**src/rtl/nps_pkg.sv**
```systemverilog
// Shared constants, types and register map of the NAND page-read sequencer
package nps_pkg;
  // Timing
  localparam int CLK_PERIOD_NS = 25;
  localparam int T_WB_NS       = 100;
  localparam int TWB_CYC       = (T_WB_NS + CLK_PERIOD_NS - 1) / CLK_PERIOD_NS;
  localparam logic [3:0] TWB_CNT = 4'(TWB_CYC - 1);

  // Opcodes on the flash bus
  localparam logic [7:0] OPC_READ       = 8'h00;
  localparam logic [7:0] OPC_CONFIRM    = 8'h30;
  localparam logic [7:0] OPC_CACHE_SEQ  = 8'h31;
  localparam logic [7:0] OPC_CACHE_LAST = 8'h3F;
  localparam logic [7:0] OPC_COL_CHG    = 8'h05;
  localparam logic [7:0] OPC_PLANE_SEL  = 8'h06;
  localparam logic [7:0] OPC_COL_END    = 8'hE0;
  localparam logic [7:0] OPC_STATUS     = 8'h70;
  localparam logic [7:0] OPC_STATUS_ENH = 8'h78;

  // Address layout
  localparam int COL_BITS      = 16;
  localparam int ROW_BITS      = 24;
  localparam int PLANE_BIT     = 6;
  localparam int ROW_DIE_BIT   = 18;
  localparam int STAT_RDY_BIT  = 6;
  localparam int STAT_ARRAY_IDLE_BIT_BIT = 5;

  // Address byte selectors: column, raw row, row forced to plane 0, second row forced to plane 1,
  // row with software plane bit
  localparam logic [3:0] SEL_COL = 4'h0;
  localparam logic [3:0] SEL_ROW = 4'h2;
  localparam logic [3:0] SEL_P0  = 4'h5;
  localparam logic [3:0] SEL_P1  = 4'h8;
  localparam logic [3:0] SEL_PS  = 4'hB;

  // Register map (byte offsets)
  localparam logic [7:0] REG_CTRL   = 8'h00;
  localparam logic [7:0] REG_COL    = 8'h04;
  localparam logic [7:0] REG_ROW    = 8'h08;
  localparam logic [7:0] REG_ROW2   = 8'h0C;
  localparam logic [7:0] REG_STATUS = 8'h10;
  localparam logic [7:0] REG_DATA   = 8'h14;

  // Field positions
  localparam int CTRL_OP_LSB  = 0;
  localparam int CTRL_POLL    = 3;
  localparam int CTRL_PLANE   = 4;
  localparam int ST_BUSY_BIT  = 0;
  localparam int ST_ERR_BIT   = 1;
  localparam int ST_CACHE_BIT = 2;
  localparam int ST_VALID_BIT = 3;
  localparam int ST_BYTE_LSB  = 8;

  // Pin cycle phases
  localparam logic [1:0] PH_SETUP  = 2'h0;
  localparam logic [1:0] PH_SAMPLE = 2'h2;
  localparam logic [1:0] PH_LAST   = 2'h3;

  typedef enum logic [2:0] {
    OP_PAGE = 3'h0, OP_TWO = 3'h1, OP_SEQ = 3'h2, OP_RAND = 3'h3,
    OP_LAST = 3'h4, OP_COL = 3'h5, OP_PSEL = 3'h6, OP_RDB = 3'h7
  } nps_op_t;

  typedef enum logic [2:0] {
    ST_IDLE = 3'b000, ST_FETCH = 3'b001, ST_CYC = 3'b011,
    ST_TWB = 3'b010, ST_BUSY = 3'b110, ST_STAT = 3'b111
  } nps_state_t;

  typedef enum logic [2:0] {
    SK_END = 3'h0, SK_CMD = 3'h1, SK_ADDR = 3'h2, SK_READ = 3'h3, SK_WAIT = 3'h4
  } nps_kind_t;

  typedef struct packed {
    nps_kind_t   kind;
    logic [7:0]  val;
  } nps_step_t;

  typedef struct packed {
    logic ce_n;
    logic cle;
    logic ale;
    logic we_n;
    logic re_n;
  } nps_ctl_t;
endpackage

```
**src/rtl/nps_sequencer.sv**
```systemverilog
// Host-side NAND page-read sequencer with AHB-Lite register port
//
// How it works
// page read 00h-addr-30h only when fully ready
// die goes fully busy for array read
// after polled ready, send read-mode opcode
// output starts at the given column
// column change 05h-E0h during output
// multi-die needs enhanced status before read-mode; the code sends 00h with no 78h first (single die assumed)
// two-plane: last named plane outputs first
// plane column select 06h-E0h exists
// sequential cache read 31h when ready
// 31h busy, then cache data from column 0
// sequential read crosses block boundaries
// never cross die boundary with 31h
// random cache read ignores column address
// random cache read keeps same die
// multi-die: enhanced status then read-mode; the code never sends 78h, 00h follows the 70h poll directly
// 3Fh ends cache read, fully ready after
// two-plane: plane bit 0 then 1, confirm
// both planes share one column address
// two-plane: select plane before plane 1
// polled two-plane: select plane before reading
// never use enhanced status with two-plane
// while fully busy only status or reset
// die ignores commands not accepted when busy
`timescale 1ns/100ps
module nps_sequencer
  import nps_pkg::*;
#(
  parameter int DIE_BIT = ROW_DIE_BIT
)(
  input  wire logic        mclk_in,
  input  wire logic        reset_in,
  input  wire logic        hsel_in,
  input  wire logic [31:0] haddr_in,
  input  wire logic [1:0]  htrans_in,
  input  wire logic        hwrite_in,
  input  wire logic [2:0]  hsize_in,
  input  wire logic [31:0] hwdata_in,
  input  wire logic        hready_in,
  output logic      [31:0] hrdata_out,
  output logic             hreadyout_out,
  output logic             hresp_out,
  output nps_ctl_t         nand_ctl_out,
  output logic      [7:0]  io_out,
  output logic             io_oe_out,
  input  wire logic [7:0]  io_in,
  input  wire logic        rb_n_in
);

  nps_state_t          state;
  nps_state_t          ret_state;
  nps_kind_t           cyc_kind;
  nps_op_t             op_r;
  logic [7:0]          cyc_byte;
  logic [1:0]          phase;
  logic [4:0]          idx;
  logic [3:0]          cnt;
  logic                poll_r;
  logic                plane_r;
  logic [COL_BITS-1:0] col_r;
  logic [ROW_BITS-1:0] row_r;
  logic [ROW_BITS-1:0] row2_r;
  logic [ROW_BITS-1:0] cur_row;
  logic                cache_mode;
  logic                read_valid;
  logic                err;
  logic [7:0]          stat_byte;
  logic                have_byte;
  logic [7:0]          data_byte;
  logic                wr_pend;
  logic [7:0]          wr_addr;

  // Step table of each operation; poll adds the plane select after a two-plane read
  function automatic nps_step_t step_of(input nps_op_t op, input logic [4:0] i, input logic poll);
    nps_step_t s;
    s = '{SK_END, 8'h00};
    case (op)
      OP_PAGE, OP_RAND:
        if (i == 5'd0) s = '{SK_CMD, OPC_READ};
        else if (i <= 5'd5) s = '{SK_ADDR, 8'(i - 5'd1)};
        else if (i == 5'd6) s = '{SK_CMD, (op == OP_PAGE) ? OPC_CONFIRM : OPC_CACHE_SEQ};
        else if (i == 5'd7) s = '{SK_WAIT, 8'h00};
      OP_TWO:
        if (i == 5'd0 || i == 5'd6) s = '{SK_CMD, OPC_READ};
        else if (i <= 5'd2) s = '{SK_ADDR, 8'(i - 5'd1)};
        else if (i <= 5'd5) s = '{SK_ADDR, 8'(SEL_P0) + 8'(i - 5'd3)};
        else if (i <= 5'd8) s = '{SK_ADDR, 8'(i - 5'd7)};
        else if (i <= 5'd11) s = '{SK_ADDR, 8'(SEL_P1) + 8'(i - 5'd9)};
        else if (i == 5'd12) s = '{SK_CMD, OPC_CONFIRM};
        else if (i == 5'd13) s = '{SK_WAIT, 8'h00};
        else if (poll && i == 5'd14) s = '{SK_CMD, OPC_PLANE_SEL};
        else if (poll && i <= 5'd16) s = '{SK_ADDR, 8'(i - 5'd15)};
        else if (poll && i <= 5'd19) s = '{SK_ADDR, 8'(SEL_P0) + 8'(i - 5'd17)};
        else if (poll && i == 5'd20) s = '{SK_CMD, OPC_COL_END};
      OP_SEQ, OP_LAST:
        if (i == 5'd0) s = '{SK_CMD, (op == OP_SEQ) ? OPC_CACHE_SEQ : OPC_CACHE_LAST};
        else if (i == 5'd1) s = '{SK_WAIT, 8'h00};
      OP_COL:
        if (i == 5'd0) s = '{SK_CMD, OPC_COL_CHG};
        else if (i <= 5'd2) s = '{SK_ADDR, 8'(i - 5'd1)};
        else if (i == 5'd3) s = '{SK_CMD, OPC_COL_END};
      OP_PSEL:
        if (i == 5'd0) s = '{SK_CMD, OPC_PLANE_SEL};
        else if (i <= 5'd2) s = '{SK_ADDR, 8'(i - 5'd1)};
        else if (i <= 5'd5) s = '{SK_ADDR, 8'(SEL_PS) + 8'(i - 5'd3)};
        else if (i == 5'd6) s = '{SK_CMD, OPC_COL_END};
      default:
        if (i == 5'd0) s = '{SK_READ, 8'h00};
    endcase
    return s;
  endfunction

  // Address bytes: one column (two byte lanes) and four row variants (three byte lanes each)
  wire logic [ROW_BITS-1:0] row_p0 = {row_r[ROW_BITS-1:PLANE_BIT+1], 1'b0, row_r[PLANE_BIT-1:0]};
  wire logic [ROW_BITS-1:0] row_p1 = {row2_r[ROW_BITS-1:PLANE_BIT+1], 1'b1, row2_r[PLANE_BIT-1:0]};
  wire logic [ROW_BITS-1:0] row_ps = {row_r[ROW_BITS-1:PLANE_BIT+1], plane_r, row_r[PLANE_BIT-1:0]};
  // One column register feeds both planes' address cycles
  wire logic [111:0]        abus   = {row_ps, row_p1, row_p0, row_r, col_r};
  wire nps_step_t           step   = step_of(op_r, idx, poll_r);
  wire logic [7:0]          abyte  = abus[{step.val[3:0], 3'b000} +: 8];

  // Bus decode
  wire logic    accept   = hsel_in && hready_in && htrans_in[1];
  wire logic    ctrl_wr  = wr_pend && wr_addr == REG_CTRL;
  wire logic    stat_wr  = wr_pend && wr_addr == REG_STATUS;
  wire nps_op_t req_op   = nps_op_t'(hwdata_in[CTRL_OP_LSB +: 3]);
  wire logic    die_end  = &cur_row[DIE_BIT-1:0];
  wire logic    need_rdy = req_op == OP_PAGE || req_op == OP_TWO;
  wire logic    refuse   = (need_rdy && cache_mode)
                        || (!need_rdy && !read_valid)
                        || (req_op == OP_SEQ && die_end)
                        || (req_op == OP_RAND && row_r[DIE_BIT] != cur_row[DIE_BIT]);
  wire logic    go       = ctrl_wr && state == ST_IDLE && !refuse;
  wire logic    poll_rdy = state == ST_STAT && have_byte && stat_byte[STAT_RDY_BIT];
  wire logic [31:0] status_word = {16'h0000, stat_byte, 4'h0, read_valid, cache_mode, err, state != ST_IDLE};
  wire logic [7:0]  ra = haddr_in[7:0];
  wire logic [31:0] rd_val = (ra == REG_CTRL)   ? {27'h000_0000, plane_r, poll_r, op_r}
                           : (ra == REG_COL)    ? {16'h0000, col_r}
                           : (ra == REG_ROW)    ? {8'h00, row_r}
                           : (ra == REG_ROW2)   ? {8'h00, row2_r}
                           : (ra == REG_STATUS) ? status_word
                           : (ra == REG_DATA)   ? {24'h00_0000, data_byte}
                           : 32'h0000_0000;

  // Pin drive: setup, two strobe-low phases, hold
  wire logic in_cyc = state == ST_CYC;
  wire logic strobe = in_cyc && phase != PH_SETUP && phase != PH_LAST;
  wire logic is_rd  = cyc_kind == SK_READ;
  assign nand_ctl_out.ce_n = state == ST_IDLE;
  assign nand_ctl_out.cle  = in_cyc && cyc_kind == SK_CMD;
  assign nand_ctl_out.ale  = in_cyc && cyc_kind == SK_ADDR;
  assign nand_ctl_out.we_n = !(strobe && !is_rd);
  assign nand_ctl_out.re_n = !(strobe && is_rd);
  assign io_out            = cyc_byte;
  assign io_oe_out         = in_cyc && !is_rd;
  assign hreadyout_out     = 1'b1;
  assign hresp_out         = 1'b0;

  // Registers and die-state bookkeeping
  always_ff @(posedge mclk_in or posedge reset_in)
  begin
    if (reset_in)
    begin
      wr_pend <= 1'b0; wr_addr <= 8'h00; hrdata_out <= 32'h0000_0000;
      op_r <= OP_PAGE; poll_r <= 1'b0; plane_r <= 1'b0;
      col_r <= '0; row_r <= '0; row2_r <= '0; cur_row <= '0;
      cache_mode <= 1'b0; read_valid <= 1'b0; err <= 1'b0;
    end
    else
    begin
      wr_pend <= accept && hwrite_in;
      wr_addr <= ra;
      if (accept && !hwrite_in) hrdata_out <= rd_val;
      if (wr_pend && wr_addr == REG_COL) col_r <= hwdata_in[COL_BITS-1:0];
      if (wr_pend && wr_addr == REG_ROW) row_r <= hwdata_in[ROW_BITS-1:0];
      if (wr_pend && wr_addr == REG_ROW2) row2_r <= hwdata_in[ROW_BITS-1:0];
      // Refused or busy-time orders raise the error flag; a new refusal beats a clear
      err <= (ctrl_wr && !go) || (err && !(stat_wr && hwdata_in[ST_ERR_BIT]));
      if (go)
      begin
        op_r    <= req_op;
        poll_r  <= hwdata_in[CTRL_POLL];
        plane_r <= hwdata_in[CTRL_PLANE];
        if (need_rdy) read_valid <= 1'b1;
        if (req_op == OP_SEQ || req_op == OP_RAND) cache_mode <= 1'b1;
        else if (need_rdy || req_op == OP_LAST) cache_mode <= 1'b0;
        // Track the page that ends up in the cache for die-boundary checks
        if (req_op == OP_SEQ) cur_row <= cur_row + 24'h00_0001;
        else if (req_op == OP_RAND || req_op == OP_PAGE) cur_row <= row_r;
        else if (req_op == OP_TWO) cur_row <= row_p1;
      end
    end
  end

  // Sequencer
  always_ff @(posedge mclk_in or posedge reset_in)
  begin
    if (reset_in)
    begin
      state <= ST_IDLE; ret_state <= ST_IDLE; cyc_kind <= SK_END; cyc_byte <= 8'h00;
      phase <= PH_SETUP; idx <= 5'h00; cnt <= 4'h0;
      stat_byte <= 8'h00; have_byte <= 1'b0; data_byte <= 8'h00;
    end
    else
    begin
      case (state)
        ST_IDLE:
          if (go)
          begin
            state <= ST_FETCH;
            idx   <= 5'h00;
          end
        ST_FETCH:
        begin
          idx <= idx + 5'h01;
          if (step.kind == SK_END) state <= ST_IDLE;
          else if (step.kind == SK_WAIT)
          begin
            cnt   <= TWB_CNT;
            state <= ST_TWB;
          end
          else
          begin
            cyc_kind  <= step.kind;
            cyc_byte  <= (step.kind == SK_ADDR) ? abyte : step.val;
            phase     <= PH_SETUP;
            ret_state <= ST_FETCH;
            state     <= ST_CYC;
          end
        end
        ST_CYC:
        begin
          phase <= phase + 2'h1;
          if (phase == PH_SAMPLE && is_rd && ret_state == ST_STAT)
          begin
            stat_byte <= io_in;
            have_byte <= 1'b1;
          end
          else if (phase == PH_SAMPLE && is_rd) data_byte <= io_in;
          if (phase == PH_LAST) state <= ret_state;
        end
        ST_TWB:
          if (cnt != 4'h0) cnt <= cnt - 4'h1;
          else if (poll_r)
          begin
            // Only plain status while busy; enhanced status never leaves this block
            cyc_kind  <= SK_CMD;
            cyc_byte  <= OPC_STATUS;
            have_byte <= 1'b0;
            phase     <= PH_SETUP;
            ret_state <= ST_STAT;
            state     <= ST_CYC;
          end
          else state <= ST_BUSY;
        ST_BUSY:
          if (rb_n_in) state <= ST_FETCH;
        ST_STAT:
        begin
          phase <= PH_SETUP;
          state <= ST_CYC;
          if (poll_rdy && op_r == OP_TWO) state <= ST_FETCH;
          else if (poll_rdy)
          begin
            // Single die per target assumed, so no enhanced status select first
            cyc_kind  <= SK_CMD;
            cyc_byte  <= OPC_READ;
            ret_state <= ST_FETCH;
          end
          else
          begin
            cyc_kind  <= SK_READ;
            ret_state <= ST_STAT;
          end
        end
        default: state <= ST_IDLE;
      endcase
    end
  end
endmodule // nps_sequencer

```
**config.mk**
```make
export PLATFORM = sky130hd
export DESIGN_NAME = nps_sequencer
export DESIGN_NICKNAME = d
export VERILOG_FILES = /design/src/rtl/nps_pkg.sv /design/src/rtl/nps_sequencer.sv
export SDC_FILE = /design/constraint.sdc
export NUM_CORES = 1
export LEC_CHECK = 0
export ABC_AREA = 1
export CAP_MARGIN = 15
export CORE_MARGIN = 2
export CORE_UTILIZATION = 55
export DETAILED_ROUTE_END_ITERATION = 10
export DONT_BUFFER_PORTS = 1
export GPL_TIMING_DRIVEN = 0
export PLACE_DENSITY = 0.7
export REMOVE_ABC_BUFFERS = 1
export SYNTH_ARGS = -nofsm -noshare
export SYNTH_HDL_FRONTEND = slang
export SYNTH_SLANG_ARGS = --single-unit
```
**constraint.sdc**
```tcl
create_clock -name mclk_in -period 8.2 [get_ports mclk_in]
set_input_delay 0.82 -clock mclk_in [delete_from_list [all_inputs] [get_ports mclk_in]]
set_output_delay 0.82 -clock mclk_in [all_outputs]
set_load 0.05 [all_outputs]
```
==> impl_metrics.csv <==
group,metric,value,unit
status,status,"complete, no violations",
logic_synthesis,netlist_area,10840,sq um
placed_design,hpwl,24580,um
placed_design,pre_cts_ws,4.305,ns
route,avgRoutedWirePerCell,18.81,um
cts,cts_buffers,17,
cts,tritoncts,"done",
worst_setup_path,end_kind,"flop",
cells_and_area,register_area,4204,sq um
logic_synthesis,async_reset_ff_share,100.0,%
die,rows,51,
route,ant_nets,0,
cts,clockBufferDepth,2,
cells_and_area,syn_to_final_growth,7.096,%
timing,rsz0062_at_grt,"false",
worst_setup_path,crit_path_frequent_cell,"nand2_1",
die,die_area,20860,sq um
die,ios,131,
flow_run,cap_violations,0,
cts,htree_num_levels,4,
timing,setup_violations,0,
die,die_h,144.4,um
timing,fin_setup_tns,0,ns
global_route,antenna_found_initial,0,
logic_synthesis,syn_inst,1529,
cells_and_area,antenna_cells,0,
worst_setup_path,critPathMaxStageDelay,0.76,ns
worst_setup_path,timing_worst_setup_path_type,"reg2reg",
timing,tightest_slew,1.169,ns
global_route,overflow,0,
cts,clock_sinks,168,
worst_setup_path,crit_path_max_fanout,25,
timing,fin_crit,4.017,ns
die,die_w,144.4,um
cts,clk_pin_slew_worst_paths,0.07,ns
logic_synthesis,seq_area_frac_synth,38.77,%
worst_setup_path,crit_required,8.56,ns
logic_synthesis,synthFlopType,"dfrtp_1",
route,vias,10330,
timing,clock.fmax,249.0,MHz
timing,slew_headroom,21.45,%
power,finalPower,4.115,mW
worst_setup_path,path_cells,"inv_2 -> ha_1 -> inv_1 -> nand2_1 -> nand2_1 -> nand2_1 -> nand2_1 -> nand2_1 -> nand2_1 -> nand2_1 -> nand2_1 -> nand2_1 -> nand2_1 -> a21oi_4 -> nand2_1 -> nand2_1 -> nand2_1 -> nand2_1 -> nand2_1 -> nand3_1 -> nand2_1 -> a21oi_1",
cts,cts_setup_buffers,0,
logic_synthesis,yosysTopAreaCell,"dfrtp_1",
placed_design,portBuffers,0,
timing,hold_violations,0,
timing,setup_slack,4.183,ns
route,drt_wl_total,33450,um
timing,final-max-slew-violation-count,0,
logic_synthesis,synth-seq-cells,168,
route,drc_errors,0,
worst_setup_path,path_buf_inv,2,
cells_and_area,fillers,1885,
logic_synthesis,synth_warnings,0,
die,start_util,55.90,%
cells_and_area,drive_gt1_share,7.931,%
global_route,grt_pass1_wl,52610,um
worst_setup_path,cp-start-kind,"flop",
global_route,track_usage,33.21,%
die,core,19400,sq um
worst_setup_path,slowest_stage,"dfrtp_1",
timing,finClkSkew,0.01263,ns
power,p_leak,5.877,nW
cells_and_area,fin_nets,1597,
cts,insertion_delay,0.44,ns
cts,holdBufCountCts,0,
hold_path,hold_path_class,"in2async",
power,peakVddDrop,0.0002211,V
route,via_per_inst,5.809,
logic_synthesis,synth_cell_types,68,
cells_and_area,multi_input_area,5595,sq um
cts,cts_root_buf,"clkbuf_16",
global_route,grt_max_degree,102,
logic_synthesis,avgSynthCellArea,7.092,sq um
timing,timing.final.crit_share,48.98,%
worst_setup_path,crit_arrival,4.38,ns
route,drt-pass1-iter-count,6,
logic_synthesis,synth_edf_count,0,
worst_setup_path,crit_family,"simple AND/OR/NAND/NOR gates",
route,drt_iter0_markers,1084,
global_route,grt_pass1_vias,9520,
logic_synthesis,synth_top_area_share,38.77,%
logic_synthesis,synth_area_leaders,"dfrtp_1 (39%), nand2_1 (15%), o21ai_0 (8.5%)",
placed_design,gp_congestion,0.9856,
cts,post_cts_resized,0,
power,powerDensity,354.3,nW/um^2
metrics by stage:
step           area, sq um  hold slack [ns]  cells  util, %
2_1_floorplan        10490           0.4441   1472        -
3_3_place_gp         10830           0.4632   1737    55.81
3_5_place_dp         11010           0.4697   1746    56.76
4_1_cts              11610           0.2861   1778    59.87
5_1_grt              11610           0.3000   1778    59.87
6_report             11610           0.2588   1778    59.87
sequential cells by signal, indices dropped and copies added, names as in the netlist, 2 cells and up:
| register | flops |
|---|---|
| idx | 5 |
| cnt | 4 |
| op_r | 3 |
| stat_byte | 8 |
| cyc_kind | 3 |
| hrdata_out | 24 |
| col_r | 16 |
| io_out | 8 |
| state | 3 |
| phase | 2 |
| row_r | 24 |
| cur_row | 19 |
| ret_state | 2 |
| data_byte | 8 |
| wr_addr | 8 |
| row2_r | 24 |
synthesized netlist by cell type (4+ instances only):
cell and number:
or2_1 4, nand2_2 17, o21ai_0 184, o21ai_1 21
nand2_4 4, clkinv_1 4, nor2_2 6, nand2_1 441
buf_4 16, nor4_1 11, nor3_1 15, nor2_1 107
a22oi_1 5, o211ai_1 16, o22ai_1 17, dfrtp_1 168
xor2_1 9, ha_1 14, clkbuf_1 30, nand3_1 81
inv_2 16, buf_6 8, a21oi_1 45, a31oi_1 8
a221oi_1 8, a211oi_1 9, nand4_1 12, nor2_4 7
buf_2 10, inv_1 167, o31ai_1 12
cell type report:
class,count,area share (%)
flip-flops and latches,168,36.20
multi-input cells,1115,48.18
well taps,265,2.855
clock buffers,19,3.814
clock inverters,13,1.379
inverters,189,6.206
repair buffers,9,1.368
worst paths after layout:
check	from	to	slack, ns	cells after the start
worst max-delay path	idx[0]	io_out[5]	4.18	22
worst min-delay path	reset_in	hrdata_out[13]	0.26	1
worst max register to register	idx[0]	io_out[5]	4.18	22
worst min register to register	row_r[2]	row_r[2]	0.49	2
max in group asynchronous	reset_in	poll_r	7.00	2
min in group mclk_in	haddr_in[4]	wr_addr[4]	0.40	0
power by group:
part           switching (mW)  total (mW)  leakage [nW]  internal [mW]
clock                   0.369       0.834         0.290          0.466
sequential              0.178        1.08          1.82          0.902
combinational            1.57        2.20          3.76          0.633
cell usage in the layout, fill, tap and decap left out, types with 4 or more instances in the layout:
cell type / netlist / routed
dfrtp_1: 168 / 168
nor2_4: 7 / 7
ha_1: 14 / 14
nand4_1: 12 / 12
clkbuf_16: 0 / 17
nand3_1: 81 / 81
nand2_2: 17 / 17
a31oi_1: 8 / 8
o211ai_1: 16 / 16
a22oi_1: 5 / 5
nor4_2: 2 / 5
xor2_1: 9 / 9
a21oi_1: 45 / 45
conb_1: 2 / 10
nor3_1: 15 / 15
nand2_4: 4 / 4
nor2_1: 107 / 107
inv_6: 0 / 4
a221oi_1: 8 / 8
o31ai_1: 12 / 12
buf_16: 0 / 4
inv_1: 167 / 166
o21ai_0: 184 / 184
or2_1: 4 / 4
nand2_1: 441 / 441
nor2_2: 6 / 6
o21ai_1: 21 / 21
inv_2: 16 / 16
a211oi_1: 9 / 9
clkinv_1: 4 / 4
nor4_1: 11 / 8
o22ai_1: 17 / 17
logic make-up (layout without fill, tap and decap cells):
| logic type | Yosys count | count (layout) | synth area share (%) |
|---|---|---|---|
| AND/OR/NAND/NOR | 724 | 724 | 29.17 |
| AO/OA/AOI/OAI | 356 | 356 | 19.40 |
| buffers and inverters | 254 | 230 | 10.08 |
| flip-flops | 168 | 168 | 38.77 |
| adder cells (fa/ha/maj) | 14 | 14 | 1.615 |
| XOR/XNOR | 10 | 10 | 0.8077 |
| other | 2 | 10 | 0.06925 |
| multiplexers | 1 | 1 | 0.09231 |
per-layer routing:
layer,up-vias,GRT usage (%),wire length (um)
met5,-,0,0
met4,0,12.52,1107
met3,77,6.987,2976
met2,489,51.61,14930
met1,4788,45.78,14430
li1,4974,-,-
No activity file was read; power rests on OpenSTA's default activity.
